$ cat src/hdpm_defines.vh
// constants for the hub downstream port link power manager
`ifndef HDPM_DEFINES_VH
`define HDPM_DEFINES_VH
// ----------------------------------------------------------------------------
// register map (word offsets on the plain register port)
// ----------------------------------------------------------------------------
`define HDPM_REG_U1_TMO      4'h0
`define HDPM_REG_U2_TMO      4'h1
`define HDPM_REG_LINK_REQ    4'h2
`define HDPM_REG_STATUS      4'h3
`define HDPM_REG_U1_TIMER    4'h4
`define HDPM_REG_U2_TIMER    4'h5
`define HDPM_REG_CFG         4'h6
// ----------------------------------------------------------------------------
// field values
// ----------------------------------------------------------------------------
`define HDPM_TMO_ZERO        8'h00
`define HDPM_TMO_NO_INIT     8'hFF
`define HDPM_REQ_NONE        2'h0
`define HDPM_REQ_U0          2'h1
`define HDPM_REQ_U1          2'h2
`define HDPM_REQ_U2          2'h3
// link state encoding for the port and upstream link
`define HDPM_LS_U0           3'h0
`define HDPM_LS_U1           3'h1
`define HDPM_LS_U2           3'h2
`define HDPM_LS_U3           3'h3
`define HDPM_LS_TRY_U1       3'h4
`define HDPM_LS_TRY_U2       3'h5
// ----------------------------------------------------------------------------
// timing: u1 timer counts in 1 us ticks, u2 timer in 256 us ticks
// ----------------------------------------------------------------------------
`define HDPM_CLK_MHZ         100
`define HDPM_U1_TICK_NS      1000
`define HDPM_U2_TICK_US      256
`define HDPM_CLK_NS          10
`define HDPM_U1_TICK_CYC     (`HDPM_U1_TICK_NS / `HDPM_CLK_NS)
`define HDPM_U2_TICK_CYC     (`HDPM_U2_TICK_US * `HDPM_CLK_MHZ)
`endif

$ cat src/hdpm_dsport_link_pm.v
// link power manager for one hub downstream facing port
//
// The placing of the registers and the address-and-strobe port were left to the implementer.
`include "hdpm_defines.vh"

module hdpm_dsport_link_pm #(
    parameter U1_TICK_CYC = `HDPM_U1_TICK_CYC,
    parameter U2_TICK_CYC = `HDPM_U2_TICK_CYC,
    parameter EXTRA_WAKE_CYC = 16'h0010
) (
    input  wire        REF_CLK_I,
    input  wire        RST_N_I,
    // register port
    input  wire [3:0]  REG_ADDR_I,
    input  wire [7:0]  REG_WDATA_I,
    input  wire        REG_WR_I,
    input  wire        REG_RD_I,
    output reg  [7:0]  REG_RDATA_O,
    // downstream link partner side
    input  wire        PARTNER_U1_REQ_I,
    input  wire        PARTNER_U2_REQ_I,
    input  wire        PARTNER_EXIT_I,
    input  wire        PARTNER_WAKE_I,
    input  wire        PARTNER_ACCEPT_I,
    input  wire        PARTNER_REJECT_I,
    input  wire        TX_PENDING_I,
    input  wire        PKT_ACTIVITY_I,
    input  wire        ROUTED_PKT_I,
    input  wire        ENTER_U3_I,
    output wire        PARTNER_ACCEPT_O,
    output wire        PARTNER_REJECT_O,
    output reg         ENTRY_U1_O,
    output reg         ENTRY_U2_O,
    output reg         EXIT_U0_O,
    output wire        PKT_DROP_O,
    output wire        HDR_ACK_O,
    // hub upstream port side
    input  wire [2:0]  US_STATE_I,
    input  wire        US_WAKE_I,
    input  wire        OTHERS_LE_U1_I,
    input  wire        OTHERS_LE_U2_I,
    input  wire        OTHERS_U2_U3_I,
    output reg         US_GO_U1_O,
    output reg         US_GO_U2_O,
    output reg         US_GO_U0_O,
    output wire [2:0]  PORT_STATE_O
);

    // ------------------------------------------------------------------------
    // registers and state
    // ------------------------------------------------------------------------
    reg  [7:0]  u1_tmo_q;
    reg  [7:0]  u2_tmo_q;
    reg  [1:0]  cfg_q;          // bit0 upstream u1 enable, bit1 upstream u2 enable
    reg  [2:0]  st_q;
    reg  [2:0]  st_d;
    reg         sw_try_q;
    reg         sw_try_d;
    reg         u3_wake_seen_q;
    reg  [7:0]  u1_tmr_q;
    reg  [7:0]  u2_tmr_q;
    reg  [15:0] u1_div_q;
    reg  [15:0] u2_div_q;
    reg  [15:0] wake_dly_q;
    reg         wake_pend_q;
    reg         tmr_clr;
    reg         u2_tmr_clr;

    wire u1_on = (u1_tmo_q != `HDPM_TMO_ZERO);
    wire u2_on = (u2_tmo_q != `HDPM_TMO_ZERO);
    wire wr_u1 = REG_WR_I && (REG_ADDR_I == `HDPM_REG_U1_TMO);
    wire wr_u2 = REG_WR_I && (REG_ADDR_I == `HDPM_REG_U2_TMO);
    wire wr_req = REG_WR_I && (REG_ADDR_I == `HDPM_REG_LINK_REQ);
    wire [1:0] req = wr_req ? REG_WDATA_I[1:0] : `HDPM_REQ_NONE;
    wire in_u0 = (st_q == `HDPM_LS_U0);

    // ------------------------------------------------------------------------
    // partner request answer
    // ------------------------------------------------------------------------
    // accept only in u0 with the matching timeout enabled and nothing queued
    wire acc_u1 = PARTNER_U1_REQ_I && in_u0 && u1_on && !TX_PENDING_I;
    wire acc_u2 = PARTNER_U2_REQ_I && in_u0 && u2_on && !TX_PENDING_I;
    assign PARTNER_ACCEPT_O = acc_u1 || acc_u2;
    // a zero timeout rejects that state; both zero rejects everything
    assign PARTNER_REJECT_O = (PARTNER_U1_REQ_I || PARTNER_U2_REQ_I) && !PARTNER_ACCEPT_O;

    // packets routed to a suspended port vanish, the header is still acked
    assign PKT_DROP_O = ROUTED_PKT_I && (st_q == `HDPM_LS_U3);
    assign HDR_ACK_O  = ROUTED_PKT_I;
    assign PORT_STATE_O = st_q;

    // ------------------------------------------------------------------------
    // timer expiry, gated by enable and the no-initiate code
    // ------------------------------------------------------------------------
    wire u1_exp = u1_on && (u1_tmo_q != `HDPM_TMO_NO_INIT) && (u1_tmr_q >= u1_tmo_q);
    wire u2_exp = u2_on && (u2_tmo_q != `HDPM_TMO_NO_INIT) && (u2_tmr_q >= u2_tmo_q);
    // both zero: timers disabled and ignored
    wire tmr_run = u1_on || u2_on;

    // ------------------------------------------------------------------------
    // port power state machine
    // ------------------------------------------------------------------------
    always @* begin
        st_d = st_q;
        sw_try_d = sw_try_q;
        tmr_clr = 1'b0;
        u2_tmr_clr = 1'b0;
        if (req == `HDPM_REQ_U0) begin
            st_d = `HDPM_LS_U0;
            sw_try_d = 1'b0;
            tmr_clr = 1'b1;
        end else begin
            case (st_q)
                `HDPM_LS_U0: begin
                    if (ENTER_U3_I) begin
                        st_d = `HDPM_LS_U3;
                    end else if (req == `HDPM_REQ_U1) begin
                        st_d = `HDPM_LS_TRY_U1;
                        sw_try_d = 1'b1;
                    end else if (req == `HDPM_REQ_U2) begin
                        st_d = `HDPM_LS_TRY_U2;
                        sw_try_d = 1'b1;
                    end else if (acc_u1 || (u1_exp && !TX_PENDING_I)) begin
                        st_d = `HDPM_LS_TRY_U1;
                        sw_try_d = 1'b0;
                    end else if (acc_u2 || (u2_exp && !u1_on && !TX_PENDING_I)) begin
                        st_d = `HDPM_LS_TRY_U2;
                        sw_try_d = 1'b0;
                    end
                end
                `HDPM_LS_TRY_U1: begin
                    if (PARTNER_ACCEPT_I) begin
                        st_d = `HDPM_LS_U1;
                        u2_tmr_clr = 1'b1;
                    end else if (PARTNER_REJECT_I && !sw_try_q) begin
                        st_d = `HDPM_LS_U0;
                        tmr_clr = 1'b1;
                    end
                end
                `HDPM_LS_TRY_U2: begin
                    if (PARTNER_ACCEPT_I) begin
                        st_d = `HDPM_LS_U2;
                    end else if (PARTNER_REJECT_I && !sw_try_q) begin
                        st_d = `HDPM_LS_U0;
                        tmr_clr = 1'b1;
                    end
                end
                `HDPM_LS_U1: begin
                    if (PARTNER_EXIT_I || ROUTED_PKT_I) begin
                        st_d = `HDPM_LS_U0;
                        tmr_clr = 1'b1;
                    end else if (u2_exp) begin
                        st_d = `HDPM_LS_U2;
                    end
                end
                `HDPM_LS_U2: begin
                    if (PARTNER_EXIT_I || ROUTED_PKT_I) begin
                        st_d = `HDPM_LS_U0;
                        tmr_clr = 1'b1;
                    end
                end
                `HDPM_LS_U3: begin
                    if ((US_WAKE_I && u3_wake_seen_q) ||
                        (PARTNER_WAKE_I && US_STATE_I != `HDPM_LS_U3)) begin
                        st_d = `HDPM_LS_U0;
                        tmr_clr = 1'b1;
                    end
                end
                default: begin
                    st_d = `HDPM_LS_U0;
                end
            endcase
        end
        if (wr_u1 || wr_u2 || PKT_ACTIVITY_I) begin
            tmr_clr = 1'b1;
        end
    end

    // state, software retry flag and wake memory while suspended
    always @(posedge REF_CLK_I) begin
        if (!RST_N_I) begin
            st_q <= `HDPM_LS_U0;
            sw_try_q <= 1'b0;
            u3_wake_seen_q <= 1'b0;
        end else begin
            st_q <= st_d;
            sw_try_q <= sw_try_d;
            // remember partner wake in u3 until the port leaves u3
            if (st_q != `HDPM_LS_U3) begin
                u3_wake_seen_q <= 1'b0;
            end else if (PARTNER_WAKE_I) begin
                u3_wake_seen_q <= 1'b1;
            end
        end
    end

    // ------------------------------------------------------------------------
    // inactivity timers: u1 in 1 us ticks, u2 in 256 us ticks
    // ------------------------------------------------------------------------
    // tick prescalers restart on clear so the error is only ever positive
    wire u1_tick = (u1_div_q == U1_TICK_CYC[15:0] - 16'h0001);
    wire u2_tick = (u2_div_q == U2_TICK_CYC[15:0] - 16'h0001);
    wire u1_cnt_ok = in_u0 && tmr_run;
    wire u2_cnt_ok = (in_u0 || st_q == `HDPM_LS_U1) && tmr_run;

    always @(posedge REF_CLK_I) begin
        if (!RST_N_I) begin
            u1_tmr_q <= `HDPM_TMO_ZERO;
            u2_tmr_q <= `HDPM_TMO_ZERO;
            u1_div_q <= 16'h0000;
            u2_div_q <= 16'h0000;
        end else begin
            if (tmr_clr || !u1_cnt_ok) begin
                u1_tmr_q <= `HDPM_TMO_ZERO;
                u1_div_q <= 16'h0000;
            end else begin
                u1_div_q <= u1_tick ? 16'h0000 : u1_div_q + 16'h0001;
                if (u1_tick && u1_tmr_q != `HDPM_TMO_NO_INIT) begin
                    u1_tmr_q <= u1_tmr_q + 8'h01;
                end
            end
            if (tmr_clr || u2_tmr_clr || !u2_cnt_ok) begin
                u2_tmr_q <= `HDPM_TMO_ZERO;
                u2_div_q <= 16'h0000;
            end else begin
                u2_div_q <= u2_tick ? 16'h0000 : u2_div_q + 16'h0001;
                if (u2_tick && u2_tmr_q != `HDPM_TMO_NO_INIT) begin
                    u2_tmr_q <= u2_tmr_q + 8'h01;
                end
            end
        end
    end

    // ------------------------------------------------------------------------
    // link commands and upstream propagation
    // ------------------------------------------------------------------------
    // u2 exit with upstream in u1 waits the extra exit latency difference
    wire ent_u1 = (st_q != `HDPM_LS_U1) && (st_d == `HDPM_LS_U1);
    wire ent_u2 = (st_q != `HDPM_LS_U2) && (st_d == `HDPM_LS_U2);
    wire ent_u3 = (st_q != `HDPM_LS_U3) && (st_d == `HDPM_LS_U3);
    wire ex_u1 = (st_q == `HDPM_LS_U1) && (st_d == `HDPM_LS_U0);
    wire ex_u2 = (st_q == `HDPM_LS_U2) && (st_d == `HDPM_LS_U0);
    wire us_u0 = (US_STATE_I == `HDPM_LS_U0);

    always @(posedge REF_CLK_I) begin
        if (!RST_N_I) begin
            ENTRY_U1_O <= 1'b0;
            ENTRY_U2_O <= 1'b0;
            EXIT_U0_O <= 1'b0;
            US_GO_U1_O <= 1'b0;
            US_GO_U2_O <= 1'b0;
            US_GO_U0_O <= 1'b0;
            wake_pend_q <= 1'b0;
            wake_dly_q <= 16'h0000;
        end else begin
            ENTRY_U1_O <= (st_d == `HDPM_LS_TRY_U1);
            ENTRY_U2_O <= (st_d == `HDPM_LS_TRY_U2) || ((st_q == `HDPM_LS_U1) && ent_u2);
            EXIT_U0_O <= ex_u1 || ex_u2;
            // pick one upstream command; u2 preferred where allowed
            US_GO_U1_O <= (ent_u1 && OTHERS_LE_U1_I && cfg_q[0]) ||
                          ((ent_u2 || ent_u3) && OTHERS_U2_U3_I && !cfg_q[1] && cfg_q[0]) ||
                          (ent_u2 && !OTHERS_LE_U2_I && OTHERS_LE_U1_I && cfg_q[0]);
            US_GO_U2_O <= (ent_u2 || ent_u3) && OTHERS_U2_U3_I && cfg_q[1];
            US_GO_U0_O <= ((ex_u1 || (ex_u2 && US_STATE_I == `HDPM_LS_U2)) && !us_u0) ||
                          (wake_pend_q && wake_dly_q == 16'h0000);
            if (ex_u2 && US_STATE_I == `HDPM_LS_U1) begin
                wake_pend_q <= 1'b1;
                wake_dly_q <= EXTRA_WAKE_CYC[15:0];
            end else if (wake_pend_q) begin
                if (wake_dly_q == 16'h0000) begin
                    wake_pend_q <= 1'b0;
                end else begin
                    wake_dly_q <= wake_dly_q - 16'h0001;
                end
            end
        end
    end

    // ------------------------------------------------------------------------
    // register port: write side and registered read data
    // ------------------------------------------------------------------------
    always @(posedge REF_CLK_I) begin
        if (!RST_N_I) begin
            u1_tmo_q <= `HDPM_TMO_ZERO;
            u2_tmo_q <= `HDPM_TMO_ZERO;
            cfg_q <= 2'b00;
            REG_RDATA_O <= 8'h00;
        end else begin
            if (wr_u1) begin
                u1_tmo_q <= REG_WDATA_I;
            end
            if (wr_u2) begin
                u2_tmo_q <= REG_WDATA_I;
            end
            if (REG_WR_I && REG_ADDR_I == `HDPM_REG_CFG) begin
                cfg_q <= REG_WDATA_I[1:0];
            end
            if (REG_RD_I) begin
                case (REG_ADDR_I)
                    `HDPM_REG_U1_TMO:   REG_RDATA_O <= u1_tmo_q;
                    `HDPM_REG_U2_TMO:   REG_RDATA_O <= u2_tmo_q;
                    `HDPM_REG_STATUS:   REG_RDATA_O <= {4'h0, sw_try_q, st_q};
                    `HDPM_REG_U1_TIMER: REG_RDATA_O <= u1_tmr_q;
                    `HDPM_REG_U2_TIMER: REG_RDATA_O <= u2_tmr_q;
                    `HDPM_REG_CFG:      REG_RDATA_O <= {6'h00, cfg_q};
                    default:            REG_RDATA_O <= 8'h00;
                endcase
            end else begin
                REG_RDATA_O <= 8'h00;
            end
        end
    end

endmodule

$ cat config.mk
export PLATFORM = sky130hd
export DESIGN_NAME = hdpm_dsport_link_pm
export DESIGN_NICKNAME = d
export VERILOG_FILES = /design/src/hdpm_dsport_link_pm.v
export VERILOG_INCLUDE_DIRS = /design/src
export SDC_FILE = /design/constraint.sdc
export NUM_CORES = 1
export LEC_CHECK = 0
export BUFFER_PORTS_ARGS = -buffer_cell sky130_fd_sc_hd__buf_4
export CAP_MARGIN = 20
export CORE_UTILIZATION = 45
export DETAILED_ROUTE_END_ITERATION = 12
export GPL_ROUTABILITY_DRIVEN = 0
export SLEW_MARGIN = 5
export SYNTH_ARGS = -nofsm -noshare
export SYNTH_HDL_FRONTEND = slang
export SYNTH_SLANG_ARGS = --single-unit
export TNS_END_PERCENT = 1
$ cat constraint.sdc
create_clock -name REF_CLK_I -period 3.42 [get_ports REF_CLK_I]
set_clock_uncertainty 0.05 [all_clocks]
set_input_delay 0.684 -clock REF_CLK_I [delete_from_list [all_inputs] [get_ports REF_CLK_I]]
set_output_delay 0.684 -clock REF_CLK_I [all_outputs]
set_load 0.005 [all_outputs]
==> reports/results.tsv <==
metric	value	unit
grt_first_pass_wirelength	18700	um
power_density	410	nW/um^2
min_from	u1_div_q[0]	
fillers	1084	
min_to	u1_div_q[0]	
n_antenna_cell	0	
portBuffers	53	
hold_depth	1	
period_share	80.3	%
synth-edff-count	0	
syn_inst	596	
hold_class	reg -> reg	
post_cts.repair.setup_buffers	0	
synth_nets	650	
synthMuxAreaShare	7.20	%
cts_max_level	3	
cp-end-kind	primary output	
ys_top_cells_by_count	dfxtp_1 (102), nor2_1 (98), nand2_1 (37)	
leakage	2.35	nW
grt-ovfl-total	0	
slew_headroom	51.2	%
yosys.area_share.simple	27.1	%
yosys.area_share.xor_xnor	9.37	%
yosys_warnings	0	
r2r-end	wake_dly_q[8]	
arrival	2.01	ns
grt_max_degree	28	
drt_first_pass_iters	4	
core_area	11400	sq um
timing_worst_setup_path_type	reg -> out	
ir_drop	0.428	mV
drc_errors	0	
ios	54	
holdBufCountCts	0	
path_max_fanout	14	
hold_violations	0	
cts-buffers-inserted	9	
async_flop_share	0	%
timing.fmax	364	MHz
yosysTopAreaCell	dfxtp_1	
antenna_found_initial	0	
critPathRequiredTime	2.69	ns
ant_nets	0	
run_status	completed	
stdcell_area	6020	sq um
drive_gt1_share	13.1	%
synth.area.top_cells	dfxtp_1 (39%), nor2_1 (7.0%), mux2i_1 (6.1%)	
synth_top_family_by_area	simple AND/OR/NAND/NOR gates	
report.final.slew_viol_count	0	
final.setup.tns	0	ns
synth_cell_types	63	
post_drt_via_cell_ratio	5.28	
yosysMostFrequentCell	dfxtp_1	
cts_resized	0	
vias	4185	
die_area	12100	sq um
dpl.hpwl	8570	um
rows	39	
dieWidth	110	um
rsz0062_at_grt	false	
ys_ff_latch	102	
avgSynthCellArea	8.78	sq um
yosys.area_share.adder	5.02	%
wl_per_cell	14.5	um
clk_pin_slew	0.07	ns
areaGrowthSynthToFinish	15.0	%
nets	699	
synth-seq-area-share	39.0	%
cts.path.max_buffers	2	
grtUsageTotal	20.2	%
initial_core_util	46.0	%
synth.cell_area	5230	sq um
fp.dieH	110	um
synth_compound_area_share	7.65	%
ff2ff_path_depth	7	
grt_pass1_vias	3865	
dpl_cell_area	5700	sq um
drt_iter0_drc	285	
clkLatencyLatePin	0.35	ns
tritoncts	done	
drv_cap	0	
synth_top_cell_area_share	39.0	%
setup_viol_count_final	0	
r2r_slack	0.84	ns
synth_ff_type	dfxtp_1	
totalWireLength	11500	um
cp-start-kind	register	
min_period	2.74	ns
cts.sinks	102	
cts_root_buffer	clkbuf_16	
r2r_start	PORT_STATE_O[2]	
worst_pin_slew	0.729	ns
hold_slack	0.419	ns
layout by cell type, fill, tap and decap left out, drive strengths merged, types with 3 or more instances in the layout:
cell / instances
dfxtp: 102
nor2: 98
buf: 57
nand2: 38
mux2i: 32
xnor2: 31
inv: 30
xor2: 25
nor2b: 24
ha: 21
nand4: 18
nand3: 16
nor3: 16
and3: 14
a21oi: 13
clkbuf: 13
o21ai: 10
nor4: 9
or3: 8
a31oi: 6
o22ai: 5
and2: 5
nand2b: 5
nor3b: 4
o21a: 4
a211oi: 3
nor4b: 3
a21boi: 3
or3b: 3
cell type report:
cell class              count  area (sq um)  share of cell area (%)
clock buffers              13           270                    4.49
clock inverters             2          38.8                   0.645
inverters                  29           109                    1.81
multi-input cells         446          2950                    49.0
flip-flops and latches    102          2040                    33.9
well taps                 143           179                    2.97
repair buffers             57           428                    7.11
registers in the layout, indices dropped and copies added (netlist names):
register,count
u1_div_q,16
u2_div_q,16
wake_dly_q,16
REG_RDATA_O,8
u1_tmo_q,8
u1_tmr_q,8
u2_tmo_q,8
u2_tmr_q,8
PORT_STATE_O,3
cfg_q,2
ENTRY_U1_O,1
ENTRY_U2_O,1
EXIT_U0_O,1
US_GO_U0_O,1
US_GO_U1_O,1
US_GO_U2_O,1
sw_try_q,1
u3_wake_seen_q,1
wake_pend_q,1
worst max-delay path: stages, from the launching register on:
cell and delay, ns:
dfxtp_1 0.67, or3_1 0.26, nor2_1 0.08, and3_1 0.20, a31o_2 0.22, nor2_1 0.11
buf_4 0.12
stage by stage:
step	setup WS (ns)	util, %	total power [mW]	instances
CTS	0.670	52.8	2.50	791
detailed placement	0.537	50.1	1.43	776
global placement	0.633	50.1	1.43	776
global route	0.572	52.9	2.56	792
floorplan	0.968	-	1.36	596
finish	0.675	52.9	2.47	792
layer usage:
| metal | routed length (um) | global-route usage [%] | up-vias |
|---|---|---|---|
| li1 | - | - | 2147 |
| met5 | 0 | 0 | - |
| met3 | 418 | 5.69 | 9 |
| met2 | 5170 | 29.7 | 63 |
| met1 | 5790 | 28.5 | 1966 |
| met4 | 107 | 5.81 | 0 |
logic make-up (layout without fill, tap and decap cells):
logic type | after synthesis | count (layout)
simple gates | 274 | 274
flops | 102 | 102
compound gates | 60 | 60
xor+xnor | 56 | 56
buf+inv | 48 | 101
mux | 35 | 35
fa+ha+maj | 21 | 21
power breakdown:
group | total (mW) | internal [mW] | leakage [nW] | switching, mW
sequential | 1.22 | 1.20 | 0.822 | 0.0172
clock | 1.06 | 0.626 | 0.152 | 0.436
combinational | 0.192 | 0.0910 | 1.37 | 0.101
total | 2.47 | 1.92 | 2.35 | 0.553
worst max path at each step:
stage	start	endpoint	slack [ns]	cells past startpoint
3_3_place_gp	REG_ADDR_I[0]	u1_div_q[8]	0.63	8
4_1_cts	PORT_STATE_O[1]	PARTNER_REJECT_O	0.67	6
3_5_place_dp	REG_ADDR_I[0]	u1_div_q[11]	0.54	8
2_1_floorplan	REG_ADDR_I[1]	u1_div_q[10]	0.97	11
6_report	PORT_STATE_O[1]	PARTNER_REJECT_O	0.68	6
5_1_grt	PORT_STATE_O[1]	PARTNER_REJECT_O	0.57	6
(Power assumes the default switching activity.)
